==> config.mk <==
export PLATFORM = sky130hd
export DESIGN_NAME = sram_port_ctrl
export DESIGN_NICKNAME = d
export VERILOG_FILES = /design/src/sram_port_pkg.sv /design/src/sram_timer_if.sv /design/src/sram_port_ctrl.sv /design/src/sram_wait_timer.sv
export SDC_FILE = /design/constraint.sdc
export NUM_CORES = 1
export LEC_CHECK = 0
export CAP_MARGIN = 10
export CORE_ASPECT_RATIO = 2
export CORE_MARGIN = 10
export CORE_UTILIZATION = 60
export DETAILED_ROUTE_END_ITERATION = 8
export DONT_BUFFER_PORTS = 1
export PLACE_DENSITY = 0.76
export SLEW_MARGIN = 25
export SYNTH_ARGS = -nofsm -noshare
export SYNTH_HDL_FRONTEND = slang
export SYNTH_SLANG_ARGS = --single-unit
==> constraint.sdc <==
create_clock -name sys_clk_i -period 5.4 [get_ports sys_clk_i]
set_input_delay 1.08 -clock sys_clk_i [delete_from_list [all_inputs] [get_ports sys_clk_i]]
set_output_delay 1.08 -clock sys_clk_i [all_outputs]
set_load 0.01 [all_outputs]
==> src/sram_port_pkg.sv <==
/*
  Shared constants for the host-side asynchronous static memory port controller.
  Assumes a single 200 MHz system clock; all times are in nanoseconds.
*/
package sram_port_pkg;

  // ***********************************************
  // Geometry
  // ***********************************************
  localparam int ADDR_W = 20;
  localparam int DATA_W = 4;

  // ***********************************************
  // Timing
  // ***********************************************
  localparam int CLK_PERIOD_NS = 5;
  localparam int WRITE_PULSE_MIN_NS = 10;
  localparam int ADDR_SETUP_MIN_NS = 0;
  localparam int WRITE_RECOVERY_MIN_NS = 0;
  localparam int DATA_TO_WRITE_END_MIN_NS = 7;
  localparam int SELECT_ACCESS_MAX_NS = 15;
  localparam int OUTPUT_ENABLE_ACCESS_MAX_NS = 7;
  localparam int DESELECT_TO_RETENTION_MIN_NS = 0;
  localparam int OUTPUT_RELEASE_MAX_NS = 7;

  // Least times round up, never below one cycle
  localparam int WRITE_PULSE_CYC =
    ((WRITE_PULSE_MIN_NS + CLK_PERIOD_NS - 1) / CLK_PERIOD_NS < 1) ? 1 :
    (WRITE_PULSE_MIN_NS + CLK_PERIOD_NS - 1) / CLK_PERIOD_NS;
  localparam int DATA_SETUP_CYC =
    ((DATA_TO_WRITE_END_MIN_NS + CLK_PERIOD_NS - 1) / CLK_PERIOD_NS < 1) ? 1 :
    (DATA_TO_WRITE_END_MIN_NS + CLK_PERIOD_NS - 1) / CLK_PERIOD_NS;
  // Access waits are also waits the host must cover, so round up
  localparam int READ_ACCESS_CYC =
    (SELECT_ACCESS_MAX_NS + CLK_PERIOD_NS - 1) / CLK_PERIOD_NS + 1;
  localparam int RELEASE_CYC =
    (OUTPUT_RELEASE_MAX_NS + CLK_PERIOD_NS - 1) / CLK_PERIOD_NS;
  localparam int RETENTION_LEAD_CYC = 1;
  localparam int CNT_W = 4;

endpackage

==> src/sram_timer_if.sv <==
/*
  Carrier between the port sequencer and its wait timer.
  Assumes both ends share the system clock.
*/
`timescale 1ns/100ps
interface sram_timer_if;
  logic load;
  logic [3:0] count;
  logic done;
  modport seq (output load, output count, input done);
  modport tmr (input load, input count, output done);
endinterface

==> src/sram_port_ctrl.sv <==
/*
  Host controller that drives an asynchronous 1M x 4 static memory through its pins.
  Assumes requests are synchronous to sys_clk_i and the board resolves the data wires.
*/
// Overview of operation
// - Address is set before chip select goes low.
// - Address changes only while write enable or chip select is high.
// - Host never drives data while memory outputs are enabled.
// - Select and write enable overlap low for at least 10 ns.
// - Address settles no later than the write start; setup 0 ns.
// - Address holds until the write end; recovery 0 ns.
// - Write data stable at least 7 ns before write end.
// - Select is high before low-voltage retention; lead 0 ns.
`timescale 1ns/100ps
module sram_port_ctrl #(
  parameter int ADDR_WIDTH = 20,
  parameter int DATA_WIDTH = 4
) (
  // Clock and reset
  input wire logic sys_clk_i,
  input wire logic reset_n_i,
  // Request port
  input wire logic req_valid_i,
  input wire logic req_write_i,
  input wire logic [ADDR_WIDTH-1:0] req_addr_i,
  input wire logic [DATA_WIDTH-1:0] req_wdata_i,
  output logic req_ready_o,
  output logic rsp_valid_o,
  output logic [DATA_WIDTH-1:0] rsp_rdata_o,
  // Retention handshake
  input wire logic retain_req_i,
  output logic retain_ok_o,
  // Memory pins
  output logic [ADDR_WIDTH-1:0] word_address_o,
  output logic chip_sel_n_o,
  output logic out_en_n_o,
  output logic write_en_n_o,
  output logic [DATA_WIDTH-1:0] data_pins_o,
  output logic data_pins_oe_o,
  input wire logic [DATA_WIDTH-1:0] data_pins_i
);
  import sram_port_pkg::*;

  // ***********************************************
  // State
  // ***********************************************
  typedef enum logic [2:0] {
    ST_IDLE, ST_WR_SETUP, ST_WR_PULSE, ST_WR_END,
    ST_RD_ACCESS, ST_RD_RELEASE, ST_RETAIN
  } state_t;

  state_t state_reg, state_next;
  logic [ADDR_WIDTH-1:0] addr_reg, addr_next;
  logic [DATA_WIDTH-1:0] wdata_reg, wdata_next;
  logic [DATA_WIDTH-1:0] rdata_reg, rdata_next;
  logic cs_n_reg, cs_n_next;
  logic oe_n_reg, oe_n_next;
  logic we_n_reg, we_n_next;
  logic doe_reg, doe_next;
  logic ready_reg, ready_next;
  logic rsp_reg, rsp_next;
  logic ret_reg, ret_next;

  // ***********************************************
  // Phase timer
  // ***********************************************
  // Done comes from the count alone, so a load
  // taken on done forms no combinational loop
  sram_timer_if tif ();

  sram_wait_timer u_timer (
    .sys_clk_i(sys_clk_i),
    .reset_n_i(reset_n_i),
    .tmr(tif.tmr)
  );

  // ***********************************************
  // Sequencer
  // ***********************************************
  always_comb begin
    state_next = state_reg;
    addr_next = addr_reg;
    wdata_next = wdata_reg;
    rdata_next = rdata_reg;
    cs_n_next = cs_n_reg;
    oe_n_next = oe_n_reg;
    we_n_next = we_n_reg;
    doe_next = doe_reg;
    ready_next = ready_reg;
    rsp_next = 1'b0;
    ret_next = ret_reg;
    tif.load = 1'b0;
    tif.count = '0;
    unique case (state_reg)
      ST_IDLE: begin
        cs_n_next = 1'b1;
        oe_n_next = 1'b1;
        we_n_next = 1'b1;
        doe_next = 1'b0;
        if (retain_req_i) begin
          ready_next = 1'b0;
          tif.load = 1'b1;
          tif.count = CNT_W'(RETENTION_LEAD_CYC);
          state_next = ST_RETAIN;
        end else if (req_valid_i && ready_reg) begin
          addr_next = req_addr_i;
          ready_next = 1'b0;
          if (req_write_i) begin
            wdata_next = req_wdata_i;
            doe_next = 1'b1;
            we_n_next = 1'b0;
            state_next = ST_WR_SETUP;
          end else begin
            state_next = ST_RD_ACCESS;
          end
        end else begin
          ready_next = 1'b1;
        end
      end
      ST_WR_SETUP: begin
        cs_n_next = 1'b0;
        tif.load = 1'b1;
        tif.count = CNT_W'((WRITE_PULSE_CYC > DATA_SETUP_CYC) ? WRITE_PULSE_CYC : DATA_SETUP_CYC);
        state_next = ST_WR_PULSE;
      end
      ST_WR_PULSE: begin
        if (tif.done) begin
          we_n_next = 1'b1;
          cs_n_next = 1'b1;
          state_next = ST_WR_END;
        end
      end
      ST_WR_END: begin
        doe_next = 1'b0;
        ready_next = 1'b1;
        state_next = ST_IDLE;
      end
      ST_RD_ACCESS: begin
        if (cs_n_reg) begin
          cs_n_next = 1'b0;
          oe_n_next = 1'b0;
          tif.load = 1'b1;
          tif.count = CNT_W'(READ_ACCESS_CYC);
        end else if (tif.done) begin
          rdata_next = data_pins_i;
          rsp_next = 1'b1;
          cs_n_next = 1'b1;
          oe_n_next = 1'b1;
          tif.load = 1'b1;
          tif.count = CNT_W'(RELEASE_CYC);
          state_next = ST_RD_RELEASE;
        end
      end
      ST_RD_RELEASE: begin
        if (tif.done) begin
          ready_next = 1'b1;
          state_next = ST_IDLE;
        end
      end
      ST_RETAIN: begin
        cs_n_next = 1'b1;
        if (tif.done) begin
          ret_next = retain_req_i;
          if (!retain_req_i) begin
            ret_next = 1'b0;
            ready_next = 1'b1;
            state_next = ST_IDLE;
          end
        end
      end
    endcase
  end

  always_ff @(posedge sys_clk_i or negedge reset_n_i) begin
    if (!reset_n_i) begin
      state_reg <= ST_IDLE;
      addr_reg <= '0;
      wdata_reg <= '0;
      rdata_reg <= '0;
      cs_n_reg <= 1'b1;
      oe_n_reg <= 1'b1;
      we_n_reg <= 1'b1;
      doe_reg <= 1'b0;
      ready_reg <= 1'b0;
      rsp_reg <= 1'b0;
      ret_reg <= 1'b0;
    end else begin
      state_reg <= state_next;
      addr_reg <= addr_next;
      wdata_reg <= wdata_next;
      rdata_reg <= rdata_next;
      cs_n_reg <= cs_n_next;
      oe_n_reg <= oe_n_next;
      we_n_reg <= we_n_next;
      doe_reg <= doe_next;
      ready_reg <= ready_next;
      rsp_reg <= rsp_next;
      ret_reg <= ret_next;
    end
  end

  // ***********************************************
  // Outputs
  // ***********************************************
  // Pins come straight from registers, free of glitches
  assign word_address_o = addr_reg;
  assign chip_sel_n_o = cs_n_reg;
  assign out_en_n_o = oe_n_reg;
  assign write_en_n_o = we_n_reg;
  assign data_pins_o = wdata_reg;
  assign data_pins_oe_o = doe_reg;
  assign req_ready_o = ready_reg;
  assign rsp_valid_o = rsp_reg;
  assign rsp_rdata_o = rdata_reg;
  assign retain_ok_o = ret_reg;
endmodule

==> src/sram_wait_timer.sv <==
/*
  Down counter that times the write pulse, the read access and release, and the retention lead.
  Assumes load is a one-cycle pulse from the sequencer.
*/
`timescale 1ns/100ps
module sram_wait_timer (
  // Clock and reset
  input wire logic sys_clk_i,
  input wire logic reset_n_i,
  // Sequencer side
  sram_timer_if.tmr tmr
);
  import sram_port_pkg::*;

  logic [CNT_W-1:0] cnt_reg;
  logic [CNT_W-1:0] cnt_next;

  always_comb begin
    cnt_next = cnt_reg;
    if (tmr.load) begin
      cnt_next = tmr.count;
    end else if (cnt_reg != '0) begin
      cnt_next = cnt_reg - 1'b1;
    end
  end

  always_ff @(posedge sys_clk_i or negedge reset_n_i) begin
    if (!reset_n_i) begin
      cnt_reg <= '0;
    end else begin
      cnt_reg <= cnt_next;
    end
  end

  // Done reads the count only; the sequencer loads on done
  assign tmr.done = (cnt_reg == '0);
endmodule

---- Word-level counts from Yosys, hierarchy flattened ----
Index checks and enable logic that the tools add are counted.
Widths: inputs -> output; s select.
storage, ports and cells
  register bits ........................... 42
  latch bits .............................. 0
  bits in writable memories ............... 0
  ROM bits ................................ 0
  bits of input ports ..................... 33
  output and inout bits ................... 35
  word-level logic and storage cells ...... 88
  memories ................................ 0
cells by class
  add/subtract/negate cells ............... 1
  multipliers ............................. 0
  divide/modulo/power cells ............... 0
  magnitude comparators ................... 0
  equality and inequality tests ........... 14
  shifts and indexed selects .............. 0
  muxes and demuxes ....................... 39
  bitwise gates (word level) .............. 2
  reduce and logical (&&, ||, !) cells .... 20
operator list
  kind                 number
  $mux 3               10
  $pmux 3 s7           1
  $mux 1               18
  $ne 2x2->1 const B   6
  $reduce_bool 4->1    3
  $eq 3x3->1 const B   3
  $pmux 3 s3           1
  $mux 4               2
  $pmux 1 s4           2
  $reduce_and 2->1     4
  $reduce_and 4->1     2
  $reduce_bool 2->1    4
  $reduce_and 7->1     1
  $eq 3x2->1 const B   2
  $ne 3x3->1 const B   2
  $pmux 1 s2           3
  $reduce_and 3->1     2
  $logic_not 4->1      1
  $sub 4x1->4 const B  1
  $eq 3x1->1 const B   1
  $logic_not 3->1      1
  $pmux 1 s3           1
  $mux 2               1
  $not 1->1            2
  other kinds (2)      2

---- Logic depth before layout (Yosys ltp) ----
  depth after elaboration ................. 5
  gate-level depth with buffers ........... 7
  depth with buffers taken out ............ 6

---- Modules after synthesis ----
A second synthesis with hierarchy kept.
unflattened totals
  cells, all modules ...................... 157
  area, all modules ....................... 1,898.1 um^2
by module, submodules not included
  module           times used  cells an instance  area an instance (um^2)  seq. area each (um^2)
  sram_port_ctrl   1           135                1,664.1                  954.7
  sram_wait_timer  1           22                 234.0                    100.1

---- Worst setup path after synthesis ----
OpenSTA, ideal clock, no wires.
  path kind ............................... input port to flip-flop
  from .................................... input retain_req_i
  to ...................................... register state_reg[0]
  library setup time ...................... 101 ps
  arrival time ............................ 2,145 ps
  setup slack ............................. 3,154 ps
  stages on the path ...................... 4
  path buffers ............................ 0
  cells stage by stage .................... mux2_2 -> a32o_2 -> or4_1 -> o311ai_2
on the way
  word-level cells in the longest chain between the ends .. 2
  elaborated cells on any way between the ends .. 5
RTL lines
  what                                                      line                   RTL
  start, declared                                           sram_port_ctrl.sv:31   input wire logic retain_req_i,
  $ne 3x3->1 (no line) (tied with other cells)              --
  $reduce_and 7->1 (no line) or $pmux 3 s7 (tied branches)  --
  end signal, assigned                                      sram_port_ctrl.sv:188  state_reg <= state_next;
  end, declared                                             sram_port_ctrl.sv:52   state_t state_reg, state_next;
Parallel ways exist; a longest one is shown, timed or not.
A chain may end at the register's enable or synchronous reset.

---- Worst setup path after layout ----
  from .................................... register state_reg[1]
  to ...................................... register wdata_reg[2], in the netlist data_pins_o[2]
on the way
  word-level cells in the longest chain between the ends .. 2
RTL lines
  what                        line                   RTL
  $logic_not 3->1             sram_port_ctrl.sv:94   unique case (state_reg)
  $reduce_and 4->1 (no line)  --
  end signal, assigned        sram_port_ctrl.sv:190  wdata_reg <= wdata_next;
  end, declared               sram_port_ctrl.sv:54   logic [DATA_WIDTH-1:0] wdata_reg, wdata_next;
No other way between the ends.

==> impl_metrics.json <==
{
  "clk_pin_slew_ps": 80,
  "place_ws_ps": 2570,
  "area_growth_pct": 5.76,
  "fin_nets": 192,
  "clk_path_buf_depth": 2,
  "startpoint_type": "flop",
  "timing_hold_violations_final": 0,
  "antennaDiodeCount": 0,
  "fp-row-count": 29,
  "io_pins": 68,
  "yosys-top-cells-count": "39 x dfrtp_1, 31 x mux2_2, 10 x nand2_1",
  "multi_input_area_um2": 797,
  "critPathArrivalTime_ps": 2780,
  "path_delay_family": "simple AND/OR/NAND/NOR gates",
  "cp-end-kind": "flop",
  "synth-edff-count": 0,
  "dpl_cell_area_mm2": 0.00191,
  "hold_buffers": 0,
  "synth_ff_type": "dfrtp_1",
  "fin_crit_sh": 0.481,
  "dieArea_mm2": 0.00598,
  "instances_no_fill": 190,
  "crit_start": "state_reg[1]",
  "grtUsageTotal": 0.128,
  "grt_max_degree": 43,
  "numCtsBuffers": 5,
  "worstSetupPathType": "reg -> reg",
  "yosysTopAreaCell": "dfrtp_1",
  "fin_crit_ps": 2600,
  "crit_fanout": 24,
  "met1_length_um": 1270,
  "syn_inst": 161,
  "drtIter0Drc": 16,
  "ys_seq_area_frac": 0.551,
  "rsz0062_at_grt": "no",
  "syn_area_mm2": 0.00191,
  "ir_worst_vdd_v": 0.000373,
  "wire_per_inst_um": 20.3,
  "portBuffers": 0,
  "fmax_mhz": 385,
  "dp.final_hpwl_um": 2970,
  "seq_area_mm2": 0.00105,
  "powerDensity_mw_per_mm2": 639,
  "fin_skew_ps": 10.1,
  "dr_total_vias": 1229,
  "synth_nets": 195,
  "design_area_mm2": 0.00202,
  "crit_chain": "nor2_1 -> and3b_1 -> nand2_1 -> mux2_2",
  "wl_met2_um": 1950,
  "filler_cell_count": 244,
  "status": "finished clean",
  "die_w_um": 59.9,
  "antenna_left": 0,
  "path_buf_inv": 0,
  "dp_cells": 182,
  "largest_register_ffs": 20,
  "initial_core_util": 0.613,
  "yosys_warnings": 0,
  "synthArstFlopShare": 1.00,
  "cts_tree": "done",
  "viasPerCell": 6.47,
  "fin_ws_ps": 2800,
  "p_total_w": 0.00129,
  "grt_first_pass_wirelength_um": 6050,
  "tightest_slew_ps": 876,
  "worst_hold_path_type": "in -> async",
  "core_area_mm2": 0.00312,
  "max_stage_delay_ps": 790,
  "die_h_um": 99.9,
  "first_pass_iters": 4,
  "r2r-start": "state_reg[1]",
  "crit_required_ps": 5580,
  "clock-sinks": 42,
  "synth_top_area_share": 0.510,
  "setup_tns_ps": 0,
  "synthTopCellsByArea": "dfrtp_1 51%, mux2_2 18%, dfstp_2 4.1%",
  "gp_congestion": 0.802,
  "drc": 0,
  "cts.htree.levels": 2,
  "ys_types": 39,
  "clkLatencyLatePin_ps": 300,
  "wirelength_um": 3860,
  "slowest_stage": "and3b_1",
  "relSlewSlack": 0.416,
  "ctsResizeCount": 0,
  "grt_pass1_vias": 1263,
  "power.leakage_nw": 0.874,
  "setup_viol": 0,
  "met3_length_um": 561,
  "drive_above_1_share": 0.270,
  "maxCapViolCount": 0,
  "cts-root-buf": "clkbuf_8",
  "overflow": 0,
  "antenna_found_initial": 0,
  "syn_avg_cell_area_um2": 11.9,
  "cts_setup_buffers": 0,
  "top_layer_used": "met4",
  "drv_slew": 0,
  "yosysMostFrequentCell": "dfrtp_1",
  "ys_seq_elements": 42
}
-- final cells by class --
cell class                      count  share of cell area
Clock inverter                      2              0.0186
Clock buffer                        6              0.0359
Inverter                            6              0.0111
Tap cell                           31              0.0192
Sequential cell                    42               0.521
Multi-Input combinational cell    103               0.394
-- placed cells by master, fill, tap and decap left out, drive strengths merged, types with 2 or more instances in the layout --
cell	count
mux2	31
dfstp	3
dfrtp	39
o21ai	8
nor2	9
nand2	10
nor2b	4
a32o	2
inv	6
clkbuf	6
nand3	3
nor3	4
o211ai	2
o221ai	2
a21oi	7
-- layer usage --
| layer | vias up | track usage |
|---|---|---|
| met5 | - | 0 |
| met2 | 57 | 0.203 |
| met3 | 5 | 0.0860 |
| met1 | 596 | 0.124 |
| li1 | 571 | - |
| met4 | 0 | 0.0538 |
-- worst register-to-register path, delay by kind of cell, from the launching register on --
kind	cells	cell delay, ps
simple gates	3	1480
flops	1	660
mux	1	340
-- path summary, 6_finish.rpt --
path	endpoint	slack, ps	cells after the start
max	data_pins_o[2]	2800	4
min	rsp_rdata_o[1]	470	0
max reg2reg	data_pins_o[2]	2800	4
min reg2reg	u_timer.cnt_reg[1]	530	1
max in group asynchronous	write_en_n_o	4740	0
min in group sys_clk_i	u_timer.cnt_reg[1]	530	1
-- logic make-up (layout without fill, tap and decap cells) --
kind of cell	count (synthesis)	in the layout	synth area share
DFF	42	42	0.551
buffers and inverters	16	14	0.0320
muxes	32	32	0.188
AOI/OAI and AO/OA	33	33	0.124
adders and majority gates	1	1	0.00654
and+or+nand+nor	35	35	0.0890
xor gates and xnor gates	2	2	0.00916
-- metrics by stage --
stage	utilization	hold WS [ps]
4_1_cts	0.648	465
3_3_place_gp	0.613	509
5_1_grt	0.648	457
2_1_floorplan	-	489
3_5_place_dp	0.613	519
6_report	0.648	470
-- power breakdown --
group          switching [W]  internal (W)  total, W  leakage, nW
combinational       0.000159      0.000209  0.000368        0.308
sequential          0.000218      0.000468  0.000686        0.515
clock               0.000102      0.000138  0.000240       0.0514
total               0.000479      0.000815   0.00129        0.874
(Power assumes the default switching activity.)
